==> config.mk <==
export PLATFORM = sky130hd
export DESIGN_NAME = pwm_output_stage_sync
export DESIGN_NICKNAME = d
export VERILOG_FILES = /design/src/pwm_pkg.sv /design/src/gen_if.sv /design/src/pwm_counter.sv /design/src/pwm_output_stage_sync.sv
export SDC_FILE = /design/constraint.sdc
export NUM_CORES = 1
export LEC_CHECK = 0
export ABC_CLOCK_PERIOD_IN_PS = 14250
export BUFFER_PORTS_ARGS = -buffer_cell sky130_fd_sc_hd__buf_2
export CAP_MARGIN = 20
export CORE_ASPECT_RATIO = 0.9
export CORE_MARGIN = 2
export CORE_UTILIZATION = 40
export CTS_BUF_LIST = sky130_fd_sc_hd__clkbuf_4 sky130_fd_sc_hd__clkbuf_8 sky130_fd_sc_hd__clkbuf_16
export DETAILED_ROUTE_END_ITERATION = 16
export GPL_ROUTABILITY_DRIVEN = 0
export PLACE_DENSITY = 0.64
export SYNTH_ARGS = -nofsm -noshare
export SYNTH_HDL_FRONTEND = slang
export SYNTH_SLANG_ARGS = --single-unit
==> constraint.sdc <==
create_clock -name clock_i -period 14.25 [get_ports clock_i]
set_input_delay 0 -clock clock_i [delete_from_list [all_inputs] [get_ports clock_i]]
set_output_delay 0 -clock clock_i [all_outputs]
set_load 0.05 [all_outputs]
==> src/pwm_pkg.sv <==
`default_nettype none
package pwm_pkg;
    // ****************************************************************
    // Geometry
    // ****************************************************************
    localparam int GEN_COUNT  = 4;
    localparam int OUT_COUNT  = 8;
    localparam int CNT_WIDTH  = 16;
    localparam int ADDR_WIDTH = 7;

    // ****************************************************************
    // Register byte addresses
    // ****************************************************************
    // Eighteen words of registers need seven bits of byte address.
    localparam logic [6:0] REG_CTRL_EN   = 7'h00;
    localparam logic [6:0] REG_INVERT    = 7'h04;
    localparam logic [6:0] REG_MODE      = 7'h08;
    localparam logic [6:0] REG_SYNC_BASE = 7'h0C;
    localparam logic [6:0] REG_SYNC_UPD  = 7'h10;
    localparam logic [6:0] REG_STATUS    = 7'h14;
    localparam logic [6:0] REG_PERIOD0   = 7'h18;
    localparam logic [6:0] REG_WIDTH0    = 7'h28;
    localparam logic [6:0] REG_LAST      = 7'h44;

    // ****************************************************************
    // Reset values
    // ****************************************************************
    localparam logic [15:0] PERIOD_RESET = 16'h0000;
    localparam logic [15:0] WIDTH_RESET  = 16'h0000;
    localparam logic [31:0] READ_UNMAPPED = 32'h0000_0000;

    typedef enum logic [1:0] {
        MODE_NO_SYNC     = 2'b00,
        MODE_SYNC_LOCAL  = 2'b01,
        MODE_SYNC_GLOBAL = 2'b11
    } upd_mode_t;
endpackage : pwm_pkg
`default_nettype wire

==> src/gen_if.sv <==
`timescale 1ns/1ps
`default_nettype none
interface gen_if;
    logic [15:0] period;
    logic        zero_clear;
    logic        zero;
    logic [15:0] count;
    modport owner (output period, output zero_clear, input zero, input count);
    modport counter (input period, input zero_clear, output zero, output count);
endinterface : gen_if
`default_nettype wire

==> src/pwm_counter.sv <==
`timescale 1ns/1ps
`default_nettype none
module pwm_counter (
    input  wire logic   clock_i,
    input  wire logic   rstn_i,
    gen_if.counter      g
);
    logic [15:0] cnt;
    wire  logic        at_top    = (cnt >= g.period - 16'h0001) || (g.period == 16'h0000);
    wire  logic [15:0] next_cnt  = (g.zero_clear || at_top) ? 16'h0000 : cnt + 16'h0001;

    // One wrap every period ticks gives the zero event spacing.
    always_ff @(posedge clock_i or negedge rstn_i) begin
        if (!rstn_i) begin
            cnt <= 16'h0000;
        end else begin
            cnt <= next_cnt;
        end
    end

    assign g.count = cnt;
    assign g.zero  = (cnt == 16'h0000);
endmodule : pwm_counter
`default_nettype wire

==> src/pwm_output_stage_sync.sv <==
//Contract
//- Inversion control complements the output waveform.
//- Disabled output held inactive, enabled passes waveform.
//- No-sync mode applies enable changes immediately.
//- Local mode applies enable at generator zero.
//- Global mode waits update request, then zero.
//- Width compare sets high ticks per period.
//- Width read returns latest written value.
//- Rewrite before update keeps only newest value.
//- Time-base sync zeroes selected generator counters.
//- Global update applies queued values at zero.
//- Period equals ticks between zero events.
//
// The implementer's own choices: the Avalon-MM interface to the registers and the address map.
`timescale 1ns/1ps
`default_nettype none
module pwm_output_stage_sync #(
    parameter int GENS = pwm_pkg::GEN_COUNT,
    parameter int OUTS = pwm_pkg::OUT_COUNT
) (
    input  wire logic        clock_i,
    input  wire logic        rstn_i,
    input  wire logic [6:0]  avs_address_i,
    input  wire logic        avs_read_i,
    input  wire logic        avs_write_i,
    input  wire logic [31:0] avs_writedata_i,
    output logic      [31:0] avs_readdata_o,
    output logic             avs_waitrequest_o,
    output logic             waveform_out_first_o [4],
    output logic             waveform_out_second_o [4]
);
    // ****************************************************************
    // Reset release
    // ****************************************************************
    logic rst_meta;
    logic rst_n;
    always_ff @(posedge clock_i or negedge rstn_i) begin
        if (!rstn_i) begin
            rst_meta <= 1'b0;
            rst_n    <= 1'b0;
        end else begin
            rst_meta <= 1'b1;
            rst_n    <= rst_meta;
        end
    end

    // ****************************************************************
    // Bus decode
    // ****************************************************************
    // A request is answered one cycle after it appears: waitrequest is
    // high in the first cycle and low in the second. A write lands at the
    // edge where the master sees waitrequest low, never earlier.
    logic        ack;
    wire  logic  req      = (avs_read_i || avs_write_i) && !ack;
    wire  logic  wr_go    = avs_write_i && ack;
    wire  logic  hit_en   = avs_address_i == pwm_pkg::REG_CTRL_EN;
    wire  logic  hit_inv  = avs_address_i == pwm_pkg::REG_INVERT;
    wire  logic  hit_mode = avs_address_i == pwm_pkg::REG_MODE;
    wire  logic  hit_sb   = avs_address_i == pwm_pkg::REG_SYNC_BASE;
    wire  logic  hit_su   = avs_address_i == pwm_pkg::REG_SYNC_UPD;
    wire  logic  hit_per  = (avs_address_i >= pwm_pkg::REG_PERIOD0)
                            && (avs_address_i < pwm_pkg::REG_WIDTH0);
    wire  logic  hit_wid  = (avs_address_i >= pwm_pkg::REG_WIDTH0)
                            && (avs_address_i <= pwm_pkg::REG_LAST);
    wire  logic [1:0] per_idx = 2'((avs_address_i - pwm_pkg::REG_PERIOD0) >> 2);
    wire  logic [2:0] wid_idx = 3'((avs_address_i - pwm_pkg::REG_WIDTH0) >> 2);

    // ****************************************************************
    // Control registers
    // ****************************************************************
    logic [7:0]  en_req;
    logic [7:0]  en_live;
    logic [7:0]  invert;
    logic [15:0] mode;
    logic [3:0]  upd_armed;
    logic [3:0]  base_sync;
    logic [15:0] per_wr   [4];
    logic [15:0] per_act  [4];
    logic [15:0] wid_wr   [8];
    logic [15:0] wid_act  [8];
    logic [3:0]  dirty;
    logic [3:0]  gen_zero;
    logic [15:0] gen_cnt  [4];

    wire  logic [3:0] upd_req = (wr_go && hit_su) ? avs_writedata_i[3:0] : 4'h0;

    always_ff @(posedge clock_i or negedge rst_n) begin
        if (!rst_n) begin
            ack       <= 1'b0;
            en_req    <= 8'h00;
            invert    <= 8'h00;
            mode      <= 16'h0000;
            base_sync <= 4'h0;
        end else begin
            ack       <= req;
            base_sync <= (wr_go && hit_sb) ? avs_writedata_i[3:0] : 4'h0;
            if (wr_go && hit_en) begin
                en_req <= avs_writedata_i[7:0];
            end
            if (wr_go && hit_inv) begin
                invert <= avs_writedata_i[7:0];
            end
            if (wr_go && hit_mode) begin
                mode <= avs_writedata_i[15:0];
            end
        end
    end

    // ****************************************************************
    // Generators and queued values
    // ****************************************************************
    // A request that lands together with a zero event still counts, so
    // the armed flag and the dirty flag are set with priority over clear.
    genvar gi;
    generate
        for (gi = 0; gi < GENS; gi++) begin : g_gen
            gen_if gx ();
            pwm_counter u_cnt (
                .clock_i (clock_i),
                .rstn_i  (rst_n),
                .g       (gx)
            );
            assign gx.period     = per_act[gi];
            assign gx.zero_clear = base_sync[gi];
            assign gen_zero[gi]  = gx.zero;
            assign gen_cnt[gi]   = gx.count;

            wire logic per_hit  = wr_go && hit_per && (per_idx == 2'(gi));
            wire logic wid_hit  = wr_go && hit_wid && (wid_idx[2:1] == 2'(gi));
            wire logic apply    = upd_armed[gi] && gen_zero[gi] && dirty[gi];
            always_ff @(posedge clock_i or negedge rst_n) begin
                if (!rst_n) begin
                    per_wr[gi]    <= pwm_pkg::PERIOD_RESET;
                    per_act[gi]   <= pwm_pkg::PERIOD_RESET;
                    dirty[gi]     <= 1'b0;
                    upd_armed[gi] <= 1'b0;
                end else begin
                    if (per_hit) begin
                        per_wr[gi] <= avs_writedata_i[15:0];
                    end
                    if (upd_armed[gi] && gen_zero[gi]) begin
                        per_act[gi] <= per_wr[gi];
                    end
                    dirty[gi]     <= per_hit || wid_hit || (dirty[gi] && !apply);
                    upd_armed[gi] <= upd_req[gi] || (upd_armed[gi] && !gen_zero[gi]);
                end
            end
        end
    endgenerate

    // ****************************************************************
    // Output stage
    // ****************************************************************
    genvar oi;
    generate
        for (oi = 0; oi < OUTS; oi++) begin : g_out
            localparam int GEN = oi / 2;
            wire logic [1:0] md     = mode[2*oi +: 2];
            wire logic       zero   = gen_zero[GEN];
            wire logic       global_ok = upd_armed[GEN] && zero;
            wire logic       take   = (md == pwm_pkg::MODE_NO_SYNC)
                                   || (md == pwm_pkg::MODE_SYNC_LOCAL && zero)
                                   || (md == pwm_pkg::MODE_SYNC_GLOBAL && global_ok);
            wire logic       high   = gen_cnt[GEN] < wid_act[oi];
            wire logic       level  = (en_live[oi] & high) ^ invert[oi];
            wire logic       wid_hit = wr_go && hit_wid && (wid_idx == 3'(oi));
            logic            pin;
            always_ff @(posedge clock_i or negedge rst_n) begin
                if (!rst_n) begin
                    en_live[oi] <= 1'b0;
                    wid_wr[oi]  <= pwm_pkg::WIDTH_RESET;
                    wid_act[oi] <= pwm_pkg::WIDTH_RESET;
                    pin         <= 1'b0;
                end else begin
                    if (take) begin
                        en_live[oi] <= en_req[oi];
                    end
                    if (wid_hit) begin
                        wid_wr[oi] <= avs_writedata_i[15:0];
                    end
                    if (global_ok) begin
                        wid_act[oi] <= wid_wr[oi];
                    end
                    pin <= level;
                end
            end
            if (oi % 2 == 0) begin : g_first
                assign waveform_out_first_o[GEN] = pin;
            end else begin : g_second
                assign waveform_out_second_o[GEN] = pin;
            end
        end
    endgenerate

    // ****************************************************************
    // Read path
    // ****************************************************************
    logic [31:0] rd_mux;
    always_comb begin
        rd_mux = pwm_pkg::READ_UNMAPPED;
        if (hit_en) begin
            rd_mux = {24'h000000, en_req};
        end else if (hit_inv) begin
            rd_mux = {24'h000000, invert};
        end else if (hit_mode) begin
            rd_mux = {16'h0000, mode};
        end else if (avs_address_i == pwm_pkg::REG_STATUS) begin
            rd_mux = {16'h0000, en_live, dirty, upd_armed};
        end else if (hit_per) begin
            rd_mux = {16'h0000, per_wr[per_idx]};
        end else if (hit_wid) begin
            rd_mux = {16'h0000, wid_wr[wid_idx]};
        end
    end

    always_ff @(posedge clock_i or negedge rst_n) begin
        if (!rst_n) begin
            avs_readdata_o    <= 32'h0000_0000;
            avs_waitrequest_o <= 1'b1;
        end else begin
            avs_readdata_o    <= (avs_read_i && !ack) ? rd_mux : avs_readdata_o;
            avs_waitrequest_o <= !req;
        end
    end

    // ****************************************************************
    // Checks
    // ****************************************************************
    inv_idle_a: assert property (@(posedge clock_i) disable iff (!rst_n)
        (!en_live[0] && !invert[0]) |=> !waveform_out_first_o[0])
        else $error("Disabled non-inverted output not low.");
    inv_pol_a: assert property (@(posedge clock_i) disable iff (!rst_n)
        (!en_live[1] && invert[1]) |=> waveform_out_second_o[0])
        else $error("Disabled inverted output not high.");
    nosync_en_a: assert property (@(posedge clock_i) disable iff (!rst_n)
        (mode[1:0] == 2'b00 && !(wr_go && hit_en)) |=> en_live[0] == $past(en_req[0]))
        else $error("No-sync enable did not follow.");
    local_en_a: assert property (@(posedge clock_i) disable iff (!rst_n)
        (mode[1:0] == 2'b01 && !gen_zero[0]) |=> $stable(en_live[0]))
        else $error("Local enable changed off zero.");
    global_en_a: assert property (@(posedge clock_i) disable iff (!rst_n)
        (mode[1:0] == 2'b11 && !upd_armed[0]) |=> $stable(en_live[0]))
        else $error("Global enable changed without request.");
    sync_base_a: assert property (@(posedge clock_i) disable iff (!rst_n)
        base_sync[0] |=> gen_cnt[0] == 16'h0000)
        else $error("Time-base sync did not zero counter.");
    upd_apply_a: assert property (@(posedge clock_i) disable iff (!rst_n)
        (upd_armed[0] && gen_zero[0]) |=> wid_act[0] == $past(wid_wr[0]))
        else $error("Queued width not applied.");
    wait_ack_a: assert property (@(posedge clock_i) disable iff (!rst_n)
        (avs_read_i && !ack) |=> !avs_waitrequest_o)
        else $error("Read not answered in one cycle.");
endmodule : pwm_output_stage_sync
`default_nettype wire

==> Yosys cells after proc, flatten, opt, wreduce, memory -nomap -nowiden <==
Index checks and enable logic that the tools add are counted.
Widths: inputs -> output; s select.
{ "totals": {"reg_bits": 544, "latchBits": 0, "mem_bits_rw": 0, "rom_bits": 0, "in_bits": 43, "out_inout_bits": 41, "n_memories": 0} }
{ "classes": {"addsub": 10, "multipliers": 0, "div_mod_pow": 0, "order_cmp": 18, "eq_ne": 34, "n_shift": 0, "mux": 18, "bitwise_logic": 18, "n_reduce_logical": 127} }
{ "ops": {"columns": ["operator", "n"], "rows": [
  ["$mux 32", 5],
  ["$mux 16", 9],
  ["$logic_not 16->1", 8],
  ["$lt 16x16->1", 8],
  ["$add 16x1->16 const B", 4],
  ["$ge 16x16->1", 4],
  ["$sub 16x1->16 const B", 4],
  ["$logic_and 1x1->1", 60],
  ["$bmux 16 s3", 1],
  ["$logic_or 1x1->1", 37],
  ["$bmux 16 s2", 1],
  ["$eq 2x2->1 const B", 12],
  ["$eq 2x1->1 const B", 10],
  ["$logic_not 2->1", 10],
  ["$eq 7x4->1 const B", 2],
  ["$eq 7x5->1 const B", 2],
  ["$eq 3x3->1 const B", 4],
  ["$logic_not 1->1", 10],
  ["$and 1x1->1", 8],
  ["$mux 4", 2],
  ["$xor 1x1->1", 8],
  ["$eq 7x3->1 const B", 1],
  ["$ge 7x5->1 const B", 1],
  ["$ge 7x6->1 const B", 1],
  ["other kinds (12)", 13]
]} }

==> Logic depth before layout (Yosys ltp) <==
Gate-level depths: netlist (run 1).
{ "depth": {"word_depth": 11, "mapped_depth": 14, "mapped_depth_nobuf": 13} }

==> Modules after synthesis <==
A second synthesis (run 1) with hierarchy kept.
{ "unflattened": {"hier_cells": 2419, "hier_area_um2": 28740.1} }
{ "by_module_without_submodules": {"columns": ["module", "instances", "cells_per_inst", "area_per_inst_um2", "seq_area_each_um2"], "rows": [
  ["pwm_output_stage_sync", 1, 1780, 22969.5, 11612.4],
  ["pwm_counter at g_gen[1].u_cnt ...", 2, 160, 1406.3, 400.4],
  ["pwm_counter at g_gen[3].u_cnt", 1, 161, 1495.2, 400.4],
  ["pwm_counter at g_gen[0].u_cnt", 1, 158, 1462.7, 400.4]
]} }

==> Worst setup path after synthesis (run 1) <==
Ideal clock, no wire load.
{ "synth_timing": {"path_type": "register to register", "from": "register per_act, in the netlist g_gen[2].gx.period[5]", "to": "register g_gen[2].u_cnt.cnt[10]", "setup_ns": 0.132, "t_arrival_ns": 3.323, "setup_slack_ns": 10.795, "stages_incl_launch_ff": 14, "path_buffers": 1, "path_cell_list": "dfrtp_1 -> or4_1 -> nor3_1 -> nand2_1 -> or3_1 -> or3_1 -> xor2_1 -> ha_1 -> nand2_1 -> nor4_1 -> o221ai_1 -> nand2_1 -> clkbuf_1 -> nor2_1"} }
{ "synth_between": {"elab_chain_cells": 5, "elab_cells_between_ends": 6} }
{ "synth_rtl": {"columns": ["element", "line", "text"], "rows": [
  ["start: declaration", "pwm_output_stage_sync.sv:78", "logic [15:0] per_act [4];"],
  ["start signal: indexed assignment", "pwm_output_stage_sync.sv:134", "per_act[gi] <= pwm_pkg::PERIOD_RESET;"],
  ["start signal: indexed assignment", "pwm_output_stage_sync.sv:142", "per_act[gi] <= per_wr[gi];"],
  ["$sub 16x1->16", "pwm_counter.sv:9", "wire logic at_top = (cnt >= g.period - 16'h0001) || (g.period == 16'h0000);"],
  ["$ge 16x16->1", "pwm_counter.sv:9", null],
  ["$logic_or 1x1->1 (*)", "pwm_counter.sv:9", null],
  ["$logic_or 1x1->1 (*)", "pwm_counter.sv:10", "wire logic [15:0] next_cnt = (g.zero_clear || at_top) ? 16'h0000 : cnt + 16'h0001;"],
  ["$mux 16 (*)", "pwm_counter.sv:10", null],
  ["net g_gen[2].u_cnt.next_cnt[10]", "pwm_counter.sv:10", null],
  ["end signal: assignment", "pwm_counter.sv:17", "cnt <= next_cnt;"],
  ["end: declaration", "pwm_counter.sv:8", "logic [15:0] cnt;"]
]} }
Mark *: on every way through the listed nets, which the timed path passes. The rest lies on a longest branch.
A chain may end at the register's enable or synchronous reset.

==> Worst setup path after layout (run 1) <==
{ "layout_timing": {"from": "register per_act, in the netlist g_gen[1].gx.period[3]", "to": "register g_gen[1].u_cnt.cnt[9]"} }
{ "layout_between": {"elab_chain_cells": 5, "elab_cells_between_ends": 6} }
{ "layout_rtl": {"columns": ["element", "line"], "rows": [
  ["$sub 16x1->16", "pwm_counter.sv:9"],
  ["$ge 16x16->1", "pwm_counter.sv:9"],
  ["$logic_or 1x1->1 (*)", "pwm_counter.sv:9"],
  ["$logic_or 1x1->1 (*)", "pwm_counter.sv:10"],
  ["$mux 16 (*)", "pwm_counter.sv:10"],
  ["net g_gen[1].u_cnt.next_cnt[9]", "pwm_counter.sv:10"],
  ["end signal: assignment", "pwm_counter.sv:17"],
  ["end: declaration", "pwm_counter.sv:8"]
]} }
Marked as above.

==> impl_results.md, run 1 <==
* Register area share after synthesis at 47.0%
* Die Wd at 284 um
* Row count at 92
* HPWL after DPL at 53.8 mm
* Vias in the first global route at 19500
* Worst Hold End: avs_readdata_o[5]
* Die Area at 72500 um^2
* Initial Util at 40.3%
* Crit Reg-Reg Endpoint: g_gen[1].u_cnt.g.count[9]
* Startpoint types: flip-flop
* Reg-to-reg startpoint: g_gen[1].gx.period[3]
* Core box area at 69900 um^2
* Insertion delay to the later sink of the worst-skew pair at 0.62 ns
* Relative slew slack at 16.9%
* TritonCTS clock tree: built
* GRT Util Overall at 20.6%
* CP arrival at 4.40 ns
* DRC Markers at 0
* Mean post-synth cell area at 12.0 um^2
* Achievable Freq at 258 MHz
* Slew @ Worst Pin at 1.24 ns
* Clk sinks at 528
* Crit path max fanout at 16
* Synthesis Warnings at 0
* Worst hold path depth at 5
* Synth-to-layout area growth at 12.2%
* IO buf count at 51
* Met1 WL at 33.6 mm
* First-pass GRT wire length at 117 mm
* Period minus WS final at 3.88 ns
* Worst-path clk slew at 0.06 ns
* ANT nets after route at 0
* Primary FF master, synth: dfrtp_1
* Hold crit path type: in -> reg
* Status: finished, final reports clean
* CP endpoint kind: flip-flop
* CTS Hold Bufs at 24
* H-tree levels at 2
* Fillers at 6325
* DR top layer: met5
* Vias/cell at 5.65
* Post-synth EDFFs at 0
* Post-CTS Setup Bufs at 0
* PD cells at 124 nW/um^2
* Ports at 84
* Pin count of the biggest net entering global routing at 185
* Nets at 2651
* Die Span Y at 256 um
* RSZ-0062 raised after global routing: false
* Most frequent cells in the layout: dfrtp_1, mux2_2, ha_1, inv_1, nor2_1
* Storage cell area at 13200 um^2
* Routed met2 length at 33.4 mm
* Max IR drop VDD at 0.0000796 V
* Commonest non-fill, non-tap cell in the layout: dfrtp_1
* Fin. max-slew vios at 0
* Max-Cap Viols at 0
* Met3 WL at 5.17 mm
* Kind of critical path: reg -> reg
* TritonCTS Buffers at 54
* Beginning of the worst hold path: avs_address_i[1]
* Period utilization at 27.2%
* Worst EP required at 14.77 ns
* P_leak at 15.0 nW
* Synth area leader: dfrtp_1
* Share of cells above drive strength 1 at 27.4%
* Maximum root-to-sink buffer count at 3
* Initial antenna violation count at 2
* Final Hold Fails at 0
* Total number of vias at 19200
* CTS Root Cell: clkbuf_16
* Post-cts sizing count at 0
* Clk_skew at 0.0306 ns
* Mapped cell area at 28100 um^2
* Final setup viols at 0
* Remaining Overflow, GRT at 0
* Synth Instances at 2343
* DRT Pass-1 Iters at 7
* Ys async rst share at 100%
* Reg2Reg Depth at 11
* Final worst slack at 10.37 ns
* DR WL/cell at 22.2 um
* Multi-input gate area at 13900 um^2
* Synthesized flop and latch total at 528
* Synth area leaders: dfrtp_1, mux2_2, ha_1, mux4_2, xnor2_1
* Placement Setup Slack at 10.41 ns
* Initial DRC count at 1433
* Yosys top cell area share at 46.9%
* Final WL at 75.2 mm
* Setup_tns at 0 ns
* Worst R2R Setup Slack at 10.37 ns
* Post-synthesis cell type count at 72
-- worst max-delay path by stage --
| stage | startpoint | end | slack (ns) | cells after the start |
|---|---|---|---|---|
| 2_1_floorplan | rst_n | ack | 5.66 | 0 |
| 3_3_place_gp | g_gen[1].gx.period[3] | g_gen[1].u_cnt.g.count[5] | 10.50 | 11 |
| 3_5_place_dp | avs_address_i[3] | wid_wr[6] | 10.41 | 11 |
| 4_1_cts | g_gen[1].gx.period[3] | g_gen[1].u_cnt.g.count[15] | 10.42 | 11 |
| 5_1_grt | g_gen[2].gx.period[4] | g_gen[2].u_cnt.g.count[6] | 10.08 | 12 |
| 6_report | g_gen[1].gx.period[3] | g_gen[1].u_cnt.g.count[9] | 10.37 | 11 |
-- sequential cells by signal (all words and copies together), names as in the netlist, 8 cells and up --
signal / flops
g_out.pin: 8
wid_act: 128
en_live: 8
invert: 8
en_req: 8
mode: 16
g_gen.u_cnt.g.count: 64
per_wr: 64
g_gen.gx.period: 64
avs_readdata_o: 16
wid_wr: 128
-- worst max-delay path, stage by stage, from the launching register on --
cell and delay (ns):
dfrtp_1 0.41, or3_4 0.41, or3_4 0.34, nor4_1 0.58, nand2_1 0.16, xor2_1 0.19, ha_1 0.29, a21oi_1 0.15
nor2_1 0.06, a2111oi_0 0.38, o2111ai_2 0.52, nor2_1 0.28
-- per-layer routing --
| metal | track usage [%] | up-vias |
|---|---|---|
| met1 | 28.4 | 9890 |
| li1 | - | 8568 |
| met5 | 0 | - |
| met4 | 8.19 | 2 |
| met3 | 4.51 | 153 |
| met2 | 31.7 | 549 |
-- where the power goes --
part / internal [W] / switching, W / leakage, nW
combinational: 0.000240 / 0.000291 / 6.84
clock: 0.000939 / 0.000610 / 0.979
sequential: 0.00165 / 0.000187 / 7.14
total: 0.00283 / 0.00109 / 15.0
-- metrics by stage --
step	power (W)	cells	area, um^2	utilization [%]	hold slack [ns]
floorplan	0.00215	2358	28200	-	-0.296
CTS	0.00393	3384	31500	45.0	0.000630
finish	0.00392	3389	31600	45.2	0.0391
global route	0.00405	3388	31600	45.2	0.0410
detailed placement	0.00238	3261	29300	41.9	-0.214
global placement	0.00235	3259	29300	41.9	-0.215
-- kinds of logic (layout without fill, tap and decap cells) --
family                   after synthesis  in the layout  share of synthesized area (%)
AO/OA/AOI/OAI                        225            225                           5.45
XOR/XNOR                             115            115                           3.58
adder cells (fa/ha/maj)              203            203                           9.03
buffers and inverters                262            352                           3.96
flip-flops                           528            528                           47.0
multiplexers                         487            487                           21.3
other                                  2             18                         0.0267
AND/OR/NAND/NOR                      521            521                           9.63
-- Yosys cell counts (all sizes together), types with 4 or more instances --
| cell | n |
|---|---|
| mux4 | 48 |
| nor3b | 4 |
| nand2b | 20 |
| nor4 | 27 |
| nand3 | 92 |
| a31oi | 12 |
| nor4b | 4 |
| and4 | 8 |
| a221o | 4 |
| xor2 | 48 |
| mux2i | 16 |
| ha | 203 |
| o21ai | 42 |
| nor2 | 116 |
| xnor2 | 67 |
| nor2b | 6 |
| a21oi | 48 |
| o21a | 8 |
| clkbuf | 47 |
| o41ai | 4 |
| inv | 154 |
| nor3 | 38 |
| nand4b | 9 |
| a21o | 12 |
| nand2 | 109 |
| mux2 | 423 |
| and3 | 13 |
| a22o | 4 |
| a22oi | 15 |
| o22ai | 17 |
| a2111oi | 9 |
| or4 | 6 |
| dfrtp | 527 |
| and2 | 10 |
| or3 | 16 |
| a211oi | 10 |
| a211o | 4 |
| a41oi | 4 |
| o211a | 8 |
| o2111a | 4 |
| o221ai | 4 |
| nand4 | 37 |
| buf | 59 |
| o211ai | 8 |
-- layout make-up --
| class | count | area share (%) |
|---|---|---|
| Multi-Input combinational cell | 1568 | 44.0 |
| Tap cell | 940 | 3.73 |
| Sequential cell | 528 | 41.9 |
| Timing Repair Buffer | 97 | 2.36 |
| Clock buffer | 83 | 5.34 |
| Clock inverter | 16 | 0.829 |
| Inverter | 156 | 1.86 |
| Antenna cell | 1 | 0.00793 |
Power figures use the tool's default switching activity.
==> inputs of run 2 (changes only) <==
- ABC_CLOCK_PERIOD_IN_PS: 14250 -> 3700
- PLACE_DENSITY: 0.64 -> 0.62
- clock period: 14.25 -> 3.7 ns (I/O delays scaled with it)
==> run 2 against run 1 <==
Compared with the run above: combinational power rose to 3.9 times the previous value; worst setup slack got worse by 10 ns; clock-buffer cell count fell by 7; sequential power rose to 3.9 times the previous value; largest cell class unchanged; die area did not move; power rose to 3.8 times the previous value; utilization rose by 0.17 points; flip-flop and latch count did not move; worst hold slack improved by 0.0066 ns; clock skew fell by 0.017 ns; clock power rose to 3.8 times the previous value; cell count rose by 0.50%.
==> impl_results.md, run 2 (synthesis gave the netlist of run 1 again) <==
* Commonest non-fill, non-tap cell in the layout: dfrtp_1
* Cell family with most CP delay: buffers and inverters
* Startpoint types: input pin
* TritonCTS clock tree: built
* Kind of critical path: in -> reg
* PD cells at 476 nW/um^2
* Initial Util at 40.3%
* Max stage delay on crit path at 0.83 ns
* Total number of vias at 19100
* Die Span Y at 256 um
* DRC Markers at 0
* Largest regs: wid_act (128), wid_wr (128)
* RSZ-0062 raised after global routing: false
* Final Non-Filler Cells at 3406
* Core box area at 69900 um^2
* Worst-path clk slew at 0.06 ns
* Routed met2 length at 33.6 mm
* Share of cells above drive strength 1 at 28.3%
* Post-CTS Setup Bufs at 0
* Fin. max-slew vios at 0
* ANT nets after route at 0
* Most frequent cells in the layout: dfrtp_1, mux2_2, ha_1, inv_1, nor2_1
* DR top layer: met5
* DR WL/cell at 22.4 um
* Final Hold Fails at 0
* CP endpoint kind: flip-flop
* Critical-path cell list: dlygate4sd3_1 > buf_2 > clkinv_1 > ha_1 > and2_1 > o31ai_1 > nor2_1 > a211oi_2 > nand2_1 > mux2_2
* Die Area at 72500 um^2
* Min Hold Slack at 0.0458 ns
* DRT Pass-1 Iters at 7
* Period utilization at 97.5%
* Final WL at 76.4 mm
* P_leak at 15.0 nW
* Row count at 92
* Clk_skew at 0.0136 ns
* Final setup viols at 0
* N_diodes at 0
* First-pass GRT wire length at 118 mm
* TritonCTS Buffers at 55
* Vias in the first global route at 19300
* Slew @ Worst Pin at 1.10 ns
* CP arrival at 4.11 ns
* Die Wd at 284 um
* Post-Place Cells at 3286
* Initial antenna violation count at 3
* CTS Root Cell: clkbuf_16
* Remaining Overflow, GRT at 0
* Crit path max-delay cell type: nand2_1
* Max-Cap Viols at 0
* Maximum root-to-sink buffer count at 3
* Nets at 2670
* GRT Util Overall at 21.0%
* IO buf count at 51
* Status: finished, final reports clean
* Clk sinks at 528
* HPWL after DPL at 56.3 mm
* H-tree levels at 2
* Period minus WS final at 3.61 ns
* Worst EP required at 4.20 ns
* Met3 WL at 5.36 mm
* Initial DRC count at 1448
* Crit path max fanout at 16
* Crit path buffers/inverters at 3
* Met1 WL at 34.2 mm
* Insertion delay to the later sink of the worst-skew pair at 0.62 ns
* Synth-to-layout area growth at 12.6%
* Hold crit path type: in -> reg
* Max IR drop VDD at 0.000345 V
* Vias/cell at 5.62
* Ports at 84
* Pin count of the biggest net entering global routing at 122
* Achievable Freq at 277 MHz
* Relative slew slack at 26.3%
-- run 2: changes by cell type in the layout (fill, tap and decap cells not counted), sizes merged, moves of 2 or more --
cell,before,now
buf,73,94
clkbuf,83,76
clkinvlp,1,3
bufinv,7,5
dlygate4sd3,24,21
clkinv,9,15
-- run 2: layout make-up --
class	instances	area, um^2
inverters	156	586
flip-flops and latches	528	13200
clock buffers	76	1660
fillers	6311	38200
well taps	940	1180
clock inverters	23	270
repair buffers	115	870
multi-input cells	1568	13900
-- run 2: what timing repair did --
item | CTS | global route
endpoints found under the setup margin | 0 | 41
hold buffers | 21 | 0
hold endpoints to repair | 217 | 0
resized for setup | 0 | 7
-- run 2: path summary, 6_finish.rpt --
kind                                             from                   endpoint  slack, ns  cells after the start
worst max-delay path                 avs_address_i[4]                 wid_wr[41]       0.09                     10
worst min-delay path               avs_writedata_i[9]                 wid_wr[57]       0.05                      2
worst max register to register  g_gen[1].gx.period[3]  g_gen[1].u_cnt.g.count[4]       0.26                     12
worst min register to register               rst_meta                      rst_n       0.35                      0
max in group asynchronous                       rst_n                wid_wr[112]       2.18                      1
min in group asynchronous                      rstn_i                   rst_meta       0.22                      3
-- run 2: per-layer routing --
layer	track usage, %	vias up
met3	4.91	174
met4	8.39	4
li1	-	8602
met1	28.9	9802
met2	31.9	560
met5	0	-
-- run 2: report_power, final --
group,switching [W],internal [W],total [W]
Sequential,0.000781,0.00636,0.00714
Clock,0.00241,0.00347,0.00588
Combinational,0.00111,0.000947,0.00205
Total,0.00430,0.0108,0.0151
-- run 2: metrics by stage --
| stage | TNS (ns) | worst slack, ns | power [W] | cell area, um^2 | utilization, % |
|---|---|---|---|---|---|
| finish | 0 | 0.0908 | 0.0151 | 31700 | 45.3 |
| global route | 0 | 0.0129 | 0.0156 | 31700 | 45.3 |
| CTS | 0 | 0.108 | 0.0151 | 31700 | 45.3 |
| detailed placement | 0 | 0.130 | 0.00922 | 29500 | 42.2 |
| global placement | 0 | 0.189 | 0.00914 | 29500 | 42.2 |
| floorplan | -755.28 | -1.44 | 0.00828 | 28200 | - |
==> inputs of run 3 (changes only) <==
- ABC_CLOCK_PERIOD_IN_PS: 3700 -> 4600
- CELL_PAD_IN_SITES_DETAIL_PLACEMENT: default -> 1
- CELL_PAD_IN_SITES_GLOBAL_PLACEMENT: default -> 2
- PLACE_DENSITY: 0.62 -> 0.81
- clock period: 3.7 -> 4.6 ns (I/O delays scaled with it)
==> run 3 against run 2 <==
Compared with the run above: wire length is 7.8% higher; clock skew rose by 0.0038 ns; worst setup slack gained 0.64 ns; register-to-register slack better by 0.47 ns; critical path depth is 2 higher; flip-flop and latch count did not move; combinational power decreased by 19%; global-route usage up 2.0 points; largest power group unchanged.
==> impl_results.md, run 3 (synthesis gave the netlist of run 1 again) <==
* Status: finished, final reports clean
* Vias in the first global route at 20800
* Power consumption at 0.0123 W
* DR WL/cell at 24.2 um
* Multi-input gate area at 13900 um^2
* Insertion delay to the later sink of the worst-skew pair at 0.64 ns
* IO buf count at 51
* Post-route cell area at 31600 um^2
* Total number of vias at 19200
* Clk_skew at 0.0175 ns
* Final Non-Filler Cells at 3401
* Maximum root-to-sink buffer count at 3
* CP arrival at 4.35 ns
* Initial antenna violation count at 9
* Max-Cap Viols at 0
* ANT nets after route at 0
* CTS Root Cell: clkbuf_16
* Placed Area at 29400 um^2
* Post-Place Cells at 3269
* P_leak at 15.0 nW
* Core box area at 69900 um^2
* Worst R2R Setup Slack at 0.73 ns
* RSZ-0062 raised after global routing: false
* Crit path max fanout at 15
* Relative slew slack at 24.1%
* Nets at 2660
* Final Hold Fails at 0
* GRT Util Overall at 22.9%
* DRT Pass-1 Iters at 5
* Post-cts sizing count at 0
* Vias/cell at 5.65
* HPWL after DPL at 60.8 mm
* Final setup viols at 0
* First-pass GRT wire length at 128 mm
* Initial Util at 40.3%
* Row count at 92
* Most frequent cells in the layout: dfrtp_1, mux2_2, ha_1, inv_1, nor2_1
* Startpoint types: flip-flop
* Kind of critical path: reg -> reg
* Fin. max-slew vios at 0
* TritonCTS Buffers at 57
* Remaining Overflow, GRT at 0
* Worst EP required at 5.08 ns
* Initial DRC count at 1279
* Die Span Y at 256 um
* Period utilization at 84.1%
* Final WL at 82.4 mm
* Period minus WS final at 3.87 ns
* Worst-path clk slew at 0.06 ns
* Storage cell area at 13200 um^2
* TritonCTS clock tree: built
* Commonest non-fill, non-tap cell in the layout: dfrtp_1
* H-tree levels at 2
* PD cells at 388 nW/um^2
* Max IR drop VDD at 0.000274 V
* Fillers at 7341
* Achievable Freq at 258 MHz
* Die Area at 72500 um^2
* Largest regs: wid_act (128), wid_wr (128)
* Die Wd at 284 um
* Core Util, Final at 45.3%
* Hold crit path type: in -> reg
* Pin count of the biggest net entering global routing at 123
* Share of cells above drive strength 1 at 27.9%
* Ports at 84
* DRC Markers at 0
* Min Hold Slack at 0.0407 ns
* CP endpoint kind: flip-flop
* Synth-to-layout area growth at 12.5%
* Slew @ Worst Pin at 1.13 ns
* Clk sinks at 528
==> run 3: per-stage QoR <==
stage	setup TNS, ns	setup slack (ns)
floorplan	-282.66	-0.538
global placement	0	0.882
detailed placement	0	0.733
CTS	0	0.704
global route	0	0.359
finish	0	0.731
==> run 3: area by class of cell <==
| type | count | share of cell area [%] |
|---|---|---|
| repair buffers | 103 | 2.48 |
| well taps | 940 | 3.72 |
| diodes | 1 | 0.00791 |
| inverters | 156 | 1.85 |
| clock inverters | 28 | 0.926 |
| clock buffers | 77 | 5.35 |
| flip-flops and latches | 528 | 41.8 |
| multi-input cells | 1568 | 43.9 |
==> run 3: where the power goes <==
part | total (W) | leakage (nW) | switching (W) | internal (W)
clock network | 0.00482 | 0.987 | 0.00196 | 0.00285
logic | 0.00167 | 6.86 | 0.000916 | 0.000749
registers | 0.00577 | 7.14 | 0.000659 | 0.00512
total | 0.0123 | 15.0 | 0.00354 | 0.00872
==> run 3: routing by layer <==
layer  up-vias  wire [um]  share of wire (%)  global-route usage (%)
met4         8       3090                3.8                    8.74
met1      9995      36200                 44                    30.6
met3       172       4810                5.8                    4.55
met2       457      38300                 46                    36.9
met5         -         50              0.061                       0
li1       8576          -                  -                       -
==> run 3: worst max-delay path: stages (launching register included) <==
cell and delay (ns):
dfrtp_1 0.42, or4_1 0.59, nor3_1 0.25, nand2_1 0.18
or3_1 0.40, or3_1 0.33, xor2_1 0.16, ha_1 0.28
nand2_1 0.08, nor4_1 0.32, o221ai_1 0.20, nand2_1 0.41
nor2_1 0.11
==> run 3: repair_timing <==
item,in CTS,in global routing
endpoints found under the setup margin,0,0
hold endpoints to repair,180,0
hold buffers,21,0
buffers inserted,0,0
==> run 3: final timing paths <==
path / startpoint / to / depth (start not counted)
setup / recovery: g_gen[2].gx.period[5] / g_gen[2].u_cnt.g.count[12] / 12
setup reg to reg: g_gen[2].gx.period[5] / g_gen[2].u_cnt.g.count[12] / 12
min in group asynchronous: rstn_i / rst_n / 3
hold / removal: avs_write_i / base_sync[2] / 4
hold reg to reg: rst_meta / rst_n / 0
max in group asynchronous: rst_n / wid_act[41] / 1
